`src/design/afem_regs.vh`:
```
// Purpose: Constants for the alarm, fault and event monitor
// Assumes: 200 MHz aclk, 32-bit AXI4-Lite register bus
// Notes: Offsets are byte addresses of aligned words
`ifndef AFEM_REGS_VH
`define AFEM_REGS_VH
// ------------------------------------------------------------
// Register offsets
// ------------------------------------------------------------
`define AFEM_OFS_STATUS 8'h00
`define AFEM_OFS_CTRL 8'h04
`define AFEM_OFS_PSWD 8'h08
`define AFEM_OFS_PSWD_TRY 8'h0C
`define AFEM_OFS_CLOCK 8'h10
`define AFEM_OFS_LOG_PTR 8'h14
`define AFEM_OFS_LOG_DATA 8'h18
`define AFEM_OFS_LOG_STAMP 8'h1C
// ------------------------------------------------------------
// Fields and reset values
// ------------------------------------------------------------
`define AFEM_CTRL_FRST 0
`define AFEM_CTRL_PEN 1
`define AFEM_CTRL_QSEL_LO 2
`define AFEM_CTRL_UP 4
`define AFEM_CTRL_DOWN 5
`define AFEM_CTRL_ENTER 6
`define AFEM_QSEL_RST 2'h2
`define AFEM_PSWD_RST 16'h1111
// ------------------------------------------------------------
// Timing
// ------------------------------------------------------------
`define AFEM_CLK_HZ 200000000
`define AFEM_QUAL_S0 5'h03
`define AFEM_QUAL_S1 5'h0A
`define AFEM_QUAL_S2 5'h1E
`define AFEM_LBS_S 5'h03
`define AFEM_LBD_S 5'h0A
`endif

```
`src/design/afem_monitor.v`:
```
// Purpose: Alarm, fault and event supervision of a battery backup unit
// Assumes: Sense flags synchronous to aclk; AXI4-Lite master well behaved
// Notes: Event log is a circular buffer of time-stamped 16-bit vectors
`default_nettype none
`include "afem_regs.vh"
module afem_monitor #(
  parameter CLK_HZ = `AFEM_CLK_HZ,
  parameter LOG_AW = 4
) (
  input wire aclk,
  input wire aresetn,
  input wire [7:0] s_axi_awaddr,
  input wire s_axi_awvalid,
  output reg s_axi_awready,
  input wire [31:0] s_axi_wdata,
  input wire [3:0] s_axi_wstrb,
  input wire s_axi_wvalid,
  output reg s_axi_wready,
  output reg [1:0] s_axi_bresp,
  output reg s_axi_bvalid,
  input wire s_axi_bready,
  input wire [7:0] s_axi_araddr,
  input wire s_axi_arvalid,
  output reg s_axi_arready,
  output reg [31:0] s_axi_rdata,
  output reg [1:0] s_axi_rresp,
  output reg s_axi_rvalid,
  input wire s_axi_rready,
  input wire in_high,
  input wire in_low,
  input wire blackout,
  input wire overload,
  input wire batt_temp_high,
  input wire int_temp_high,
  input wire batt_high_volt,
  input wire batt_low_volt,
  input wire load_short,
  input wire inv_start_fail,
  input wire batt_low,
  input wire freq_low,
  input wire freq_high,
  input wire input_failure,
  input wire batt_temp_range,
  input wire probe_missing,
  input wire batt_not_conn,
  input wire ext_alarm,
  input wire batt_alarm,
  input wire fan_fail,
  input wire door_open,
  input wire batt_at_425,
  input wire batt_at_40,
  input wire line_ok,
  output reg alarm_led,
  output reg alarm_contact,
  output reg charger_lowest,
  output reg output_on,
  output reg line_mode,
  output reg batt_mode,
  output reg bypass_mode,
  output reg low_batt_warn,
  output reg sleep_mode,
  output reg batt_disconnect,
  output reg panel_off,
  output reg show_alarm,
  output reg show_fault,
  output reg maint_access
);
  // ------------------------------------------------------------
  // Constants and functions
  // ------------------------------------------------------------
  localparam [31:0] TICK_FULL = CLK_HZ - 1;
  localparam [27:0] TICK_CYC = TICK_FULL[27:0];
  localparam [2:0] ST_LINE = 3'h1;
  localparam [2:0] ST_BATT = 3'h2;
  localparam [2:0] ST_OFF = 3'h4;
  localparam LOG_N = 1 << LOG_AW;
  localparam [LOG_AW-1:0] PTR_ONE = {{(LOG_AW-1){1'b0}}, 1'b1};
  localparam [LOG_AW:0] CNT_ONE = {{LOG_AW{1'b0}}, 1'b1};
  localparam [LOG_AW:0] CNT_FULL = {1'b1, {LOG_AW{1'b0}}};

  function [4:0] afem_qual_s;
    input [1:0] sel;
    begin
      case (sel)
        2'h0: afem_qual_s = `AFEM_QUAL_S0;
        2'h1: afem_qual_s = `AFEM_QUAL_S1;
        default: afem_qual_s = `AFEM_QUAL_S2;
      endcase
    end
  endfunction

  function [4:0] afem_sat;
    input [4:0] cnt;
    input cond;
    begin
      if (!cond)
        afem_sat = 5'h00;
      else if (cnt == 5'h1F)
        afem_sat = cnt;
      else
        afem_sat = cnt + 5'h01;
    end
  endfunction

  // ------------------------------------------------------------
  // Seconds tick and wall clock
  // ------------------------------------------------------------
  reg [27:0] tick_cnt_ff;
  reg tick_ff;
  reg [31:0] clock_ff;
  always @(posedge aclk)
  begin
    if (!aresetn)
    begin
      tick_cnt_ff <= 28'h0000000;
      tick_ff <= 1'b0;
    end
    else if (tick_cnt_ff == TICK_CYC)
    begin
      tick_cnt_ff <= 28'h0000000;
      tick_ff <= 1'b1;
    end
    else
    begin
      tick_cnt_ff <= tick_cnt_ff + 28'h0000001;
      tick_ff <= 1'b0;
    end
  end

  // ------------------------------------------------------------
  // Conditions, latches and event vector
  // ------------------------------------------------------------
  wire short_cond = load_short | inv_start_fail;
  wire temp_cond = batt_temp_high | int_temp_high;
  wire freq_alarm = freq_low | freq_high;
  wire ext_group = ext_alarm | batt_alarm | fan_fail | door_open;
  reg short_lat_ff, hv_lat_ff, ol_lat_ff;
  reg frst_ff;
  // Set beats clear so a fault during reset command is kept
  always @(posedge aclk)
  begin
    if (!aresetn)
    begin
      short_lat_ff <= 1'b0;
      hv_lat_ff <= 1'b0;
      ol_lat_ff <= 1'b0;
    end
    else
    begin
      short_lat_ff <= short_cond | (short_lat_ff & ~frst_ff);
      hv_lat_ff <= batt_high_volt | (hv_lat_ff & ~frst_ff);
      ol_lat_ff <= overload | (ol_lat_ff & ~frst_ff);
    end
  end
  // Low battery and temperature faults follow the condition live
  wire fault_any = short_lat_ff | hv_lat_ff | ol_lat_ff |
    batt_low_volt | temp_cond;
  wire alarm_any = freq_alarm | probe_missing | batt_not_conn |
    batt_temp_range | ext_group | batt_low;
  // Bit 0 is position 1; bit 12 is the reserved position 13
  wire [15:0] evt_vec = {batt_not_conn, probe_missing, batt_temp_range,
    1'b0, input_failure, freq_high, freq_low, batt_low,
    short_cond, batt_low_volt, batt_high_volt, temp_cond,
    overload, blackout, in_low, in_high};

  // ------------------------------------------------------------
  // Duration qualification
  // ------------------------------------------------------------
  reg [4:0] q_cnt_ff, lbs_cnt_ff, lbd_cnt_ff;
  reg [1:0] qsel_ff;
  reg [2:0] st_ff;
  wire line_qual = q_cnt_ff >= afem_qual_s(qsel_ff);
  always @(posedge aclk)
  begin
    if (!aresetn)
    begin
      q_cnt_ff <= 5'h00;
      lbs_cnt_ff <= 5'h00;
      lbd_cnt_ff <= 5'h00;
    end
    else
    begin
      if (!line_ok)
        q_cnt_ff <= 5'h00;
      else if (tick_ff)
        q_cnt_ff <= afem_sat(q_cnt_ff, 1'b1);
      if (!batt_at_425)
        lbs_cnt_ff <= 5'h00;
      else if (tick_ff)
        lbs_cnt_ff <= afem_sat(lbs_cnt_ff, 1'b1);
      if (!batt_at_40)
        lbd_cnt_ff <= 5'h00;
      else if (tick_ff)
        lbd_cnt_ff <= afem_sat(lbd_cnt_ff, 1'b1);
    end
  end
  wire lbs_hit = lbs_cnt_ff >= `AFEM_LBS_S;
  wire lbd_hit = lbd_cnt_ff >= `AFEM_LBD_S;

  // ------------------------------------------------------------
  // Operating mode
  // ------------------------------------------------------------
  reg [2:0] nxt_st;
  reg dark_ff;
  always @*
  begin
    nxt_st = st_ff;
    case (st_ff)
      ST_LINE:
        if (!line_ok)
          nxt_st = ST_BATT;
      ST_BATT:
        if (line_qual)
          nxt_st = ST_LINE;
        else if (lbs_hit)
          nxt_st = ST_OFF;
      ST_OFF:
        if (line_qual)
          nxt_st = ST_LINE;
      default:
        nxt_st = ST_BATT;
    endcase
  end
  always @(posedge aclk)
  begin
    if (!aresetn)
    begin
      st_ff <= ST_BATT;
      dark_ff <= 1'b0;
    end
    else
    begin
      st_ff <= nxt_st;
      // Fresh batteries show as 40V level dropping
      if (line_qual | ~batt_at_40)
        dark_ff <= 1'b0;
      else if (lbd_hit)
        dark_ff <= 1'b1;
    end
  end

  // ------------------------------------------------------------
  // Registers and keypad
  // ------------------------------------------------------------
  reg pen_ff, granted_ff;
  reg [15:0] pswd_ff;
  reg [31:0] nxt_clock;
  reg [LOG_AW-1:0] wr_ptr_ff, view_ptr_ff;
  reg [LOG_AW:0] count_ff;
  reg [15:0] log_vec [0:LOG_N-1];
  reg [31:0] log_stamp [0:LOG_N-1];
  reg [15:0] prev_vec_ff;
  reg [7:0] aw_ff;
  reg [31:0] w_ff;
  reg aw_ok_ff, w_ok_ff;
  wire wr_go = aw_ok_ff & w_ok_ff & ~s_axi_bvalid;
  wire log_new = |(evt_vec & ~prev_vec_ff);
  always @*
  begin
    nxt_clock = clock_ff;
    if (tick_ff)
      nxt_clock = clock_ff + 32'h00000001;
    if (wr_go && aw_ff == `AFEM_OFS_CLOCK)
      nxt_clock = w_ff;
  end
  always @(posedge aclk)
  begin
    if (!aresetn)
    begin
      aw_ok_ff <= 1'b0;
      w_ok_ff <= 1'b0;
      aw_ff <= 8'h00;
      w_ff <= 32'h00000000;
      s_axi_awready <= 1'b0;
      s_axi_wready <= 1'b0;
      s_axi_bvalid <= 1'b0;
      s_axi_bresp <= 2'h0;
      frst_ff <= 1'b0;
      pen_ff <= 1'b0;
      granted_ff <= 1'b0;
      qsel_ff <= `AFEM_QSEL_RST;
      pswd_ff <= `AFEM_PSWD_RST;
      clock_ff <= 32'h00000000;
      view_ptr_ff <= {LOG_AW{1'b0}};
      show_alarm <= 1'b0;
      show_fault <= 1'b0;
    end
    else
    begin
      clock_ff <= nxt_clock;
      frst_ff <= 1'b0;
      s_axi_awready <= ~aw_ok_ff & ~s_axi_awready & s_axi_awvalid;
      s_axi_wready <= ~w_ok_ff & ~s_axi_wready & s_axi_wvalid;
      if (s_axi_awvalid & s_axi_awready)
      begin
        aw_ok_ff <= 1'b1;
        aw_ff <= s_axi_awaddr;
      end
      if (s_axi_wvalid & s_axi_wready)
      begin
        w_ok_ff <= 1'b1;
        w_ff <= s_axi_wdata;
      end
      if (s_axi_bvalid & s_axi_bready)
        s_axi_bvalid <= 1'b0;
      if (wr_go)
      begin
        aw_ok_ff <= 1'b0;
        w_ok_ff <= 1'b0;
        s_axi_bvalid <= 1'b1;
        s_axi_bresp <= (aw_ff > 8'h1F) ? 2'h2 : 2'h0;
        if (aw_ff == `AFEM_OFS_CTRL)
        begin
          frst_ff <= w_ff[`AFEM_CTRL_FRST];
          pen_ff <= w_ff[`AFEM_CTRL_PEN];
          if (w_ff[`AFEM_CTRL_QSEL_LO+1 -: 2] != 2'h3)
            qsel_ff <= w_ff[`AFEM_CTRL_QSEL_LO+1 -: 2];
          if (w_ff[`AFEM_CTRL_UP])
            view_ptr_ff <= view_ptr_ff + PTR_ONE;
          else if (w_ff[`AFEM_CTRL_DOWN])
            view_ptr_ff <= view_ptr_ff - PTR_ONE;
          show_alarm <= w_ff[`AFEM_CTRL_ENTER] & alarm_any &
            ~fault_any;
          show_fault <= w_ff[`AFEM_CTRL_ENTER] & fault_any;
        end
        if (aw_ff == `AFEM_OFS_PSWD && granted_ff)
          pswd_ff <= w_ff[15:0];
        if (aw_ff == `AFEM_OFS_PSWD_TRY)
          granted_ff <= (w_ff[15:0] == pswd_ff);
      end
    end
  end

  // ------------------------------------------------------------
  // Event log
  // ------------------------------------------------------------
  always @(posedge aclk)
  begin
    if (!aresetn)
    begin
      wr_ptr_ff <= {LOG_AW{1'b0}};
      count_ff <= {(LOG_AW+1){1'b0}};
      prev_vec_ff <= 16'h0000;
    end
    else
    begin
      prev_vec_ff <= evt_vec;
      if (log_new)
      begin
        wr_ptr_ff <= wr_ptr_ff + PTR_ONE;
        if (count_ff != CNT_FULL)
          count_ff <= count_ff + CNT_ONE;
      end
    end
  end
  always @(posedge aclk)
  begin
    if (log_new)
    begin
      log_vec[wr_ptr_ff] <= evt_vec;
      log_stamp[wr_ptr_ff] <= clock_ff;
    end
  end

  // ------------------------------------------------------------
  // Read channel
  // ------------------------------------------------------------
  reg [31:0] nxt_rdata;
  always @*
  begin
    nxt_rdata = 32'h00000000;
    case (s_axi_araddr)
      `AFEM_OFS_STATUS: nxt_rdata = {11'h000, st_ff, fault_any,
        alarm_any, evt_vec};
      `AFEM_OFS_CTRL: nxt_rdata = {28'h0000000, qsel_ff, pen_ff, 1'b0};
      `AFEM_OFS_PSWD: nxt_rdata = {31'h00000000, granted_ff};
      `AFEM_OFS_CLOCK: nxt_rdata = clock_ff;
      `AFEM_OFS_LOG_PTR: nxt_rdata = {16'h0000, 3'h0, count_ff,
        4'h0, view_ptr_ff};
      `AFEM_OFS_LOG_DATA: nxt_rdata = {16'h0000, log_vec[view_ptr_ff]};
      `AFEM_OFS_LOG_STAMP: nxt_rdata = log_stamp[view_ptr_ff];
      default: nxt_rdata = 32'h00000000;
    endcase
  end
  always @(posedge aclk)
  begin
    if (!aresetn)
    begin
      s_axi_arready <= 1'b0;
      s_axi_rvalid <= 1'b0;
      s_axi_rdata <= 32'h00000000;
      s_axi_rresp <= 2'h0;
    end
    else
    begin
      s_axi_arready <= s_axi_arvalid & ~s_axi_arready & ~s_axi_rvalid;
      if (s_axi_arvalid & s_axi_arready)
      begin
        s_axi_rvalid <= 1'b1;
        s_axi_rdata <= nxt_rdata;
        s_axi_rresp <= (s_axi_araddr > 8'h1F) ? 2'h2 : 2'h0;
      end
      else if (s_axi_rready)
        s_axi_rvalid <= 1'b0;
    end
  end

  // ------------------------------------------------------------
  // Outputs
  // ------------------------------------------------------------
  reg flash_ff;
  always @(posedge aclk)
  begin
    if (!aresetn)
    begin
      flash_ff <= 1'b0;
      alarm_led <= 1'b0;
      alarm_contact <= 1'b0;
      charger_lowest <= 1'b0;
      output_on <= 1'b0;
      line_mode <= 1'b0;
      batt_mode <= 1'b0;
      bypass_mode <= 1'b0;
      low_batt_warn <= 1'b0;
      sleep_mode <= 1'b0;
      batt_disconnect <= 1'b0;
      panel_off <= 1'b0;
      maint_access <= 1'b0;
    end
    else
    begin
      if (tick_ff)
        flash_ff <= ~flash_ff;
      alarm_led <= ~dark_ff & (fault_any | (alarm_any & flash_ff));
      // above: steady on fault, flashing on alarm only
      alarm_contact <= ext_group;
      charger_lowest <= probe_missing;
      output_on <= (st_ff == ST_LINE) |
        ((st_ff == ST_BATT) & ~fault_any);
      line_mode <= (st_ff == ST_LINE) & ~fault_any;
      batt_mode <= (st_ff == ST_BATT) & ~fault_any;
      bypass_mode <= (st_ff == ST_LINE) & fault_any;
      low_batt_warn <= (st_ff == ST_BATT) & batt_low;
      sleep_mode <= (st_ff == ST_OFF);
      batt_disconnect <= dark_ff;
      panel_off <= dark_ff;
      maint_access <= ~pen_ff | granted_ff;
    end
  end
endmodule
`default_nettype wire

```
`config.mk`:
```
export PLATFORM = sky130hd
export DESIGN_NAME = afem_monitor
export DESIGN_NICKNAME = d
export VERILOG_FILES = /design/src/design/afem_monitor.v
export VERILOG_INCLUDE_DIRS = /design/src /design/src/design
export SDC_FILE = /design/constraint.sdc
export NUM_CORES = 1
export LEC_CHECK = 0
export ABC_AREA = 1
export ABC_CLOCK_PERIOD_IN_PS = 5800
export BUFFER_PORTS_ARGS = -buffer_cell sky130_fd_sc_hd__buf_4
export CAP_MARGIN = 25
export CORE_ASPECT_RATIO = 0.8
export CORE_MARGIN = 2
export CORE_UTILIZATION = 62
export CTS_CLUSTER_DIAMETER = 40
export DETAILED_ROUTE_END_ITERATION = 6
export HOLD_SLACK_MARGIN = 0.02
export PLACE_DENSITY_LB_ADDON = 0.25
export SLEW_MARGIN = 10
export SYNTH_ARGS = -nofsm -noshare
export SYNTH_HDL_FRONTEND = slang
export SYNTH_SLANG_ARGS = --single-unit
export TNS_END_PERCENT = 100
```
`constraint.sdc`:
```
create_clock -name aclk -period 5.8 [get_ports aclk]
set_input_delay 1.16 -clock aclk [delete_from_list [all_inputs] [get_ports aclk]]
set_output_delay 1.16 -clock aclk [all_outputs]
set_load 0.005 [all_outputs]
```
==> summary.md <==
| Metric | Value |
|---|---|
| Status | completed |
| Residual overflow from global routing | 0 |
| Yosys cell types | 49 |
| Relative slew slack | 0.231 |
| Largest net degree at the start of global routing | 229 |
| GR Util All Layers | 0.316 |
| MaxCap Viol Count | 0 |
| Top cell type's share of synthesized area | 0.536 |
| Max incr delay on CP | 0.84 ns |
| Nets | 4500 |
| Syn Area/Cell | 9.76 sq um |
| Global-route wire length before repair | 168 mm |
| Ys flop type | edfxtp_1 |
| Worst slew pin tran | 1.15 ns |
| Crit Path Max Fanout | 27 |
| Sink Count | 982 |
| Ys Warns | 0 |
| EDFF count, synth | 752 |
| Crit. End Element | flop |
| Top delay family on crit path | simple AND/OR/NAND/NOR gates |
| CP Data Arrival Time | 3.91 ns |
| Synth Register Bits | 982 |
| DR vias/cell | 5.78 |
| LEAKAGE | 18.7 nW |
| Flop2flop setup slack | 2.40 ns |
| Area leader, netlist | edfxtp_1 |
| Worst min path class | reg -> reg |
| Post-CTS Setup Bufs | 0 |
| Vias in the first global route | 29800 |
| Num rows | 85 |
| Final Max Slew Viols | 0 |
| Pre-Repair DR Iteration Count | 6 |
| Die Span Y | 237 um |
| Endpoints failing setup | 0 |
| Fin crit period | 3.56 ns |
| Drt wl/cell | 20.4 um |
| Total Power | 15.4 mW |
| Initial core utilization | 0.627 |
| Drt drc | 0 |
| Initial antenna violation count | 1 |
| Crit path required time | 6.15 ns |
| CTS H-tree lvls | 3 |
| PostCTS Resize Cnt | 0 |
| Routed Antenna Nets | 0 |
| Max clock buf depth | 3 |
| Hold Slack | 0.440 ns |
| Core Area | 67200 sq um |
| Setup_tns | 0 ns |
| Mapped cell area | 42100 sq um |
| Clock Pin Slew Worst Setup and Hold Paths | 0.06 ns |
| Clk Latency, worst-skew pair | 0.70 ns |
| CTS Hold Bufs | 0 |
| DIE WIDTH | 295 um |
| Clock Skew | 0.0367 ns |
| CTS root buf | clkbuf_16 |
| ANT cells | 0 |
| Die ar. | 70000 sq um |
| Period utilisation layout | 0.614 |
| Hold Vio Cnt, Final | 0 |
| Placed instance area | 43800 sq um |
| Num ports | 138 |
| Crit-path cells | buf_4 > inv_1 > nand2_1 > buf_4 > inv_1 > or2_2 > nand4_1 > nor2_1 > inv_2 > nand2_1 > nor2_4 > buf_12 |
| Post-route cell area | 47600 sq um |
| Layout area overhead | 13.0% |
| TritonCTS clock tree | done |
| Setup CP Type | in -> reg |
| CP startpoint kind | input port |
| Port Buffers | 131 |
| Asr flop ratio synth | 0 |
| Post-synthesis sequential area ratio | 0.645 |
| Commonest cells after routing, fill and taps aside | nand2_1 (1118), edfxtp_1 (752), nand3_1 (456), inv_1 (454), nor2_1 (445) |
| Synth top area cells | edfxtp_1 (54%), dfxtp_1 (11%), nand2_1 (10%), nand3_1 (5.4%), nor2_1 (4.1%) |
| Worst path bufs/invs | 6 |
| Most common cell after layout, fill and taps aside | nand2_1 |
| VDD IR max | 260 uV |
| DP Wirelength | 62.7 mm |
| Vias post-DR | 31200 |
| Detailed Route Iter0 Violations | 4159 |
| Unrepaired setup endpoints after global routing | no |
| Final wirelength | 111 mm |
| Mapped Cells | 4315 |
| Placer Congestion | 0.930 |
| CTS Buf Count | 111 |
| CP max-delay cell | nor2_4 |
| Share of cells above drive strength 1 | 0.0953 |
| Power density cells | 323 nW/um^2 |
| Fmax | 281 MHz |
==> flip-flops by register name (all words and copies together), names as in the netlist, 2 cells and up, named ones only <==
signal       count
lbd_cnt_ff       5
tick_cnt_ff     28
count_ff         5
log_vec        240
log_stamp      512
lbs_cnt_ff       5
s_axi_rdata     32
view_ptr_ff      4
qsel_ff          2
q_cnt_ff         5
st_ff            3
aw_ff            8
prev_vec_ff     15
wr_ptr_ff        4
clock_ff        32
w_ff            32
pswd_ff         16
==> kinds of logic after synthesis <==
logic type,after synthesis,share of synthesized area
compound gates,419,0.0545
xor+xnor,54,0.0112
fa+ha+maj,22,0.00671
buf+inv,674,0.0671
flops,982,0.645
other cells,1,0.0000890
simple gates,2163,0.215
==> cell usage after synthesis (2+ instances only) <==
library cell	number
nand3_1	456
nor3_2	3
o221ai_1	2
nor2_4	3
buf_1	22
nand2_1	1119
nand2_2	5
buf_6	11
clkbuf_1	69
edfxtp_1	752
nor2_2	5
xor2_1	40
o21ai_0	217
a21oi_1	116
nor3_1	50
a31oi_1	6
inv_2	8
o211ai_1	38
nor4_1	7
nor3_4	3
buf_2	73
or2_2	8
o22ai_1	17
a211oi_1	12
a21oi_2	4
clkinv_1	2
buf_4	33
nor2_1	461
nor3b_1	7
nor4_4	2
dfxtp_1	230
nand4_1	29
inv_1	456
xnor2_1	14
ha_1	21
==> cell type report <==
class / count / area (sq um)
Inverter: 466 / 1770
Clock buffer: 134 / 2910
Tap cell: 913 / 1140
Multi-Input combinational cell: 2660 / 12200
Timing Repair Buffer: 174 / 1460
Sequential cell: 982 / 27200
Fill cell: 4807 / 19600
Clock inverter: 76 / 885
==> per-stage QoR <==
step	setup WS, ns	cells	utilization
2_1_floorplan	1.13	4316	-
3_3_place_gp	1.73	5195	0.652
3_5_place_dp	1.65	5195	0.652
4_1_cts	2.35	5405	0.708
5_1_grt	2.18	5405	0.708
6_report	2.24	5405	0.708
==> power by group <==
group	internal (mW)	leakage [nW]	total [mW]	switching, mW
sequential	7.66	8.84	7.71	0.0508
clock	4.15	1.83	7.14	2.99
combinational	0.145	8.05	0.499	0.354
==> routing by layer <==
metal | GRT usage | vias to the layer above | wire length (um)
met5 | 0 | - | 7
met4 | 0.107 | 2 | 3330
met3 | 0.0559 | 254 | 12400
met2 | 0.493 | 1751 | 50500
met1 | 0.451 | 14700 | 44300
li1 | - | 14500 | -
==> path summary, 6_finish.rpt <==
path,start,depth (start not counted),end
worst max-delay path,batt_temp_high,12,log_vec[0][1]$_DFFE_PP_
worst min-delay path,s_axi_wready$_SDFF_PN0_,1,s_axi_wready$_SDFF_PN0_
worst max register to register,flop,11,s_axi_rdata[11]$_SDFFE_PN0P_
worst min register to register,s_axi_wready$_SDFF_PN0_,1,s_axi_wready$_SDFF_PN0_
No activity file was read; power rests on OpenSTA's default activity.
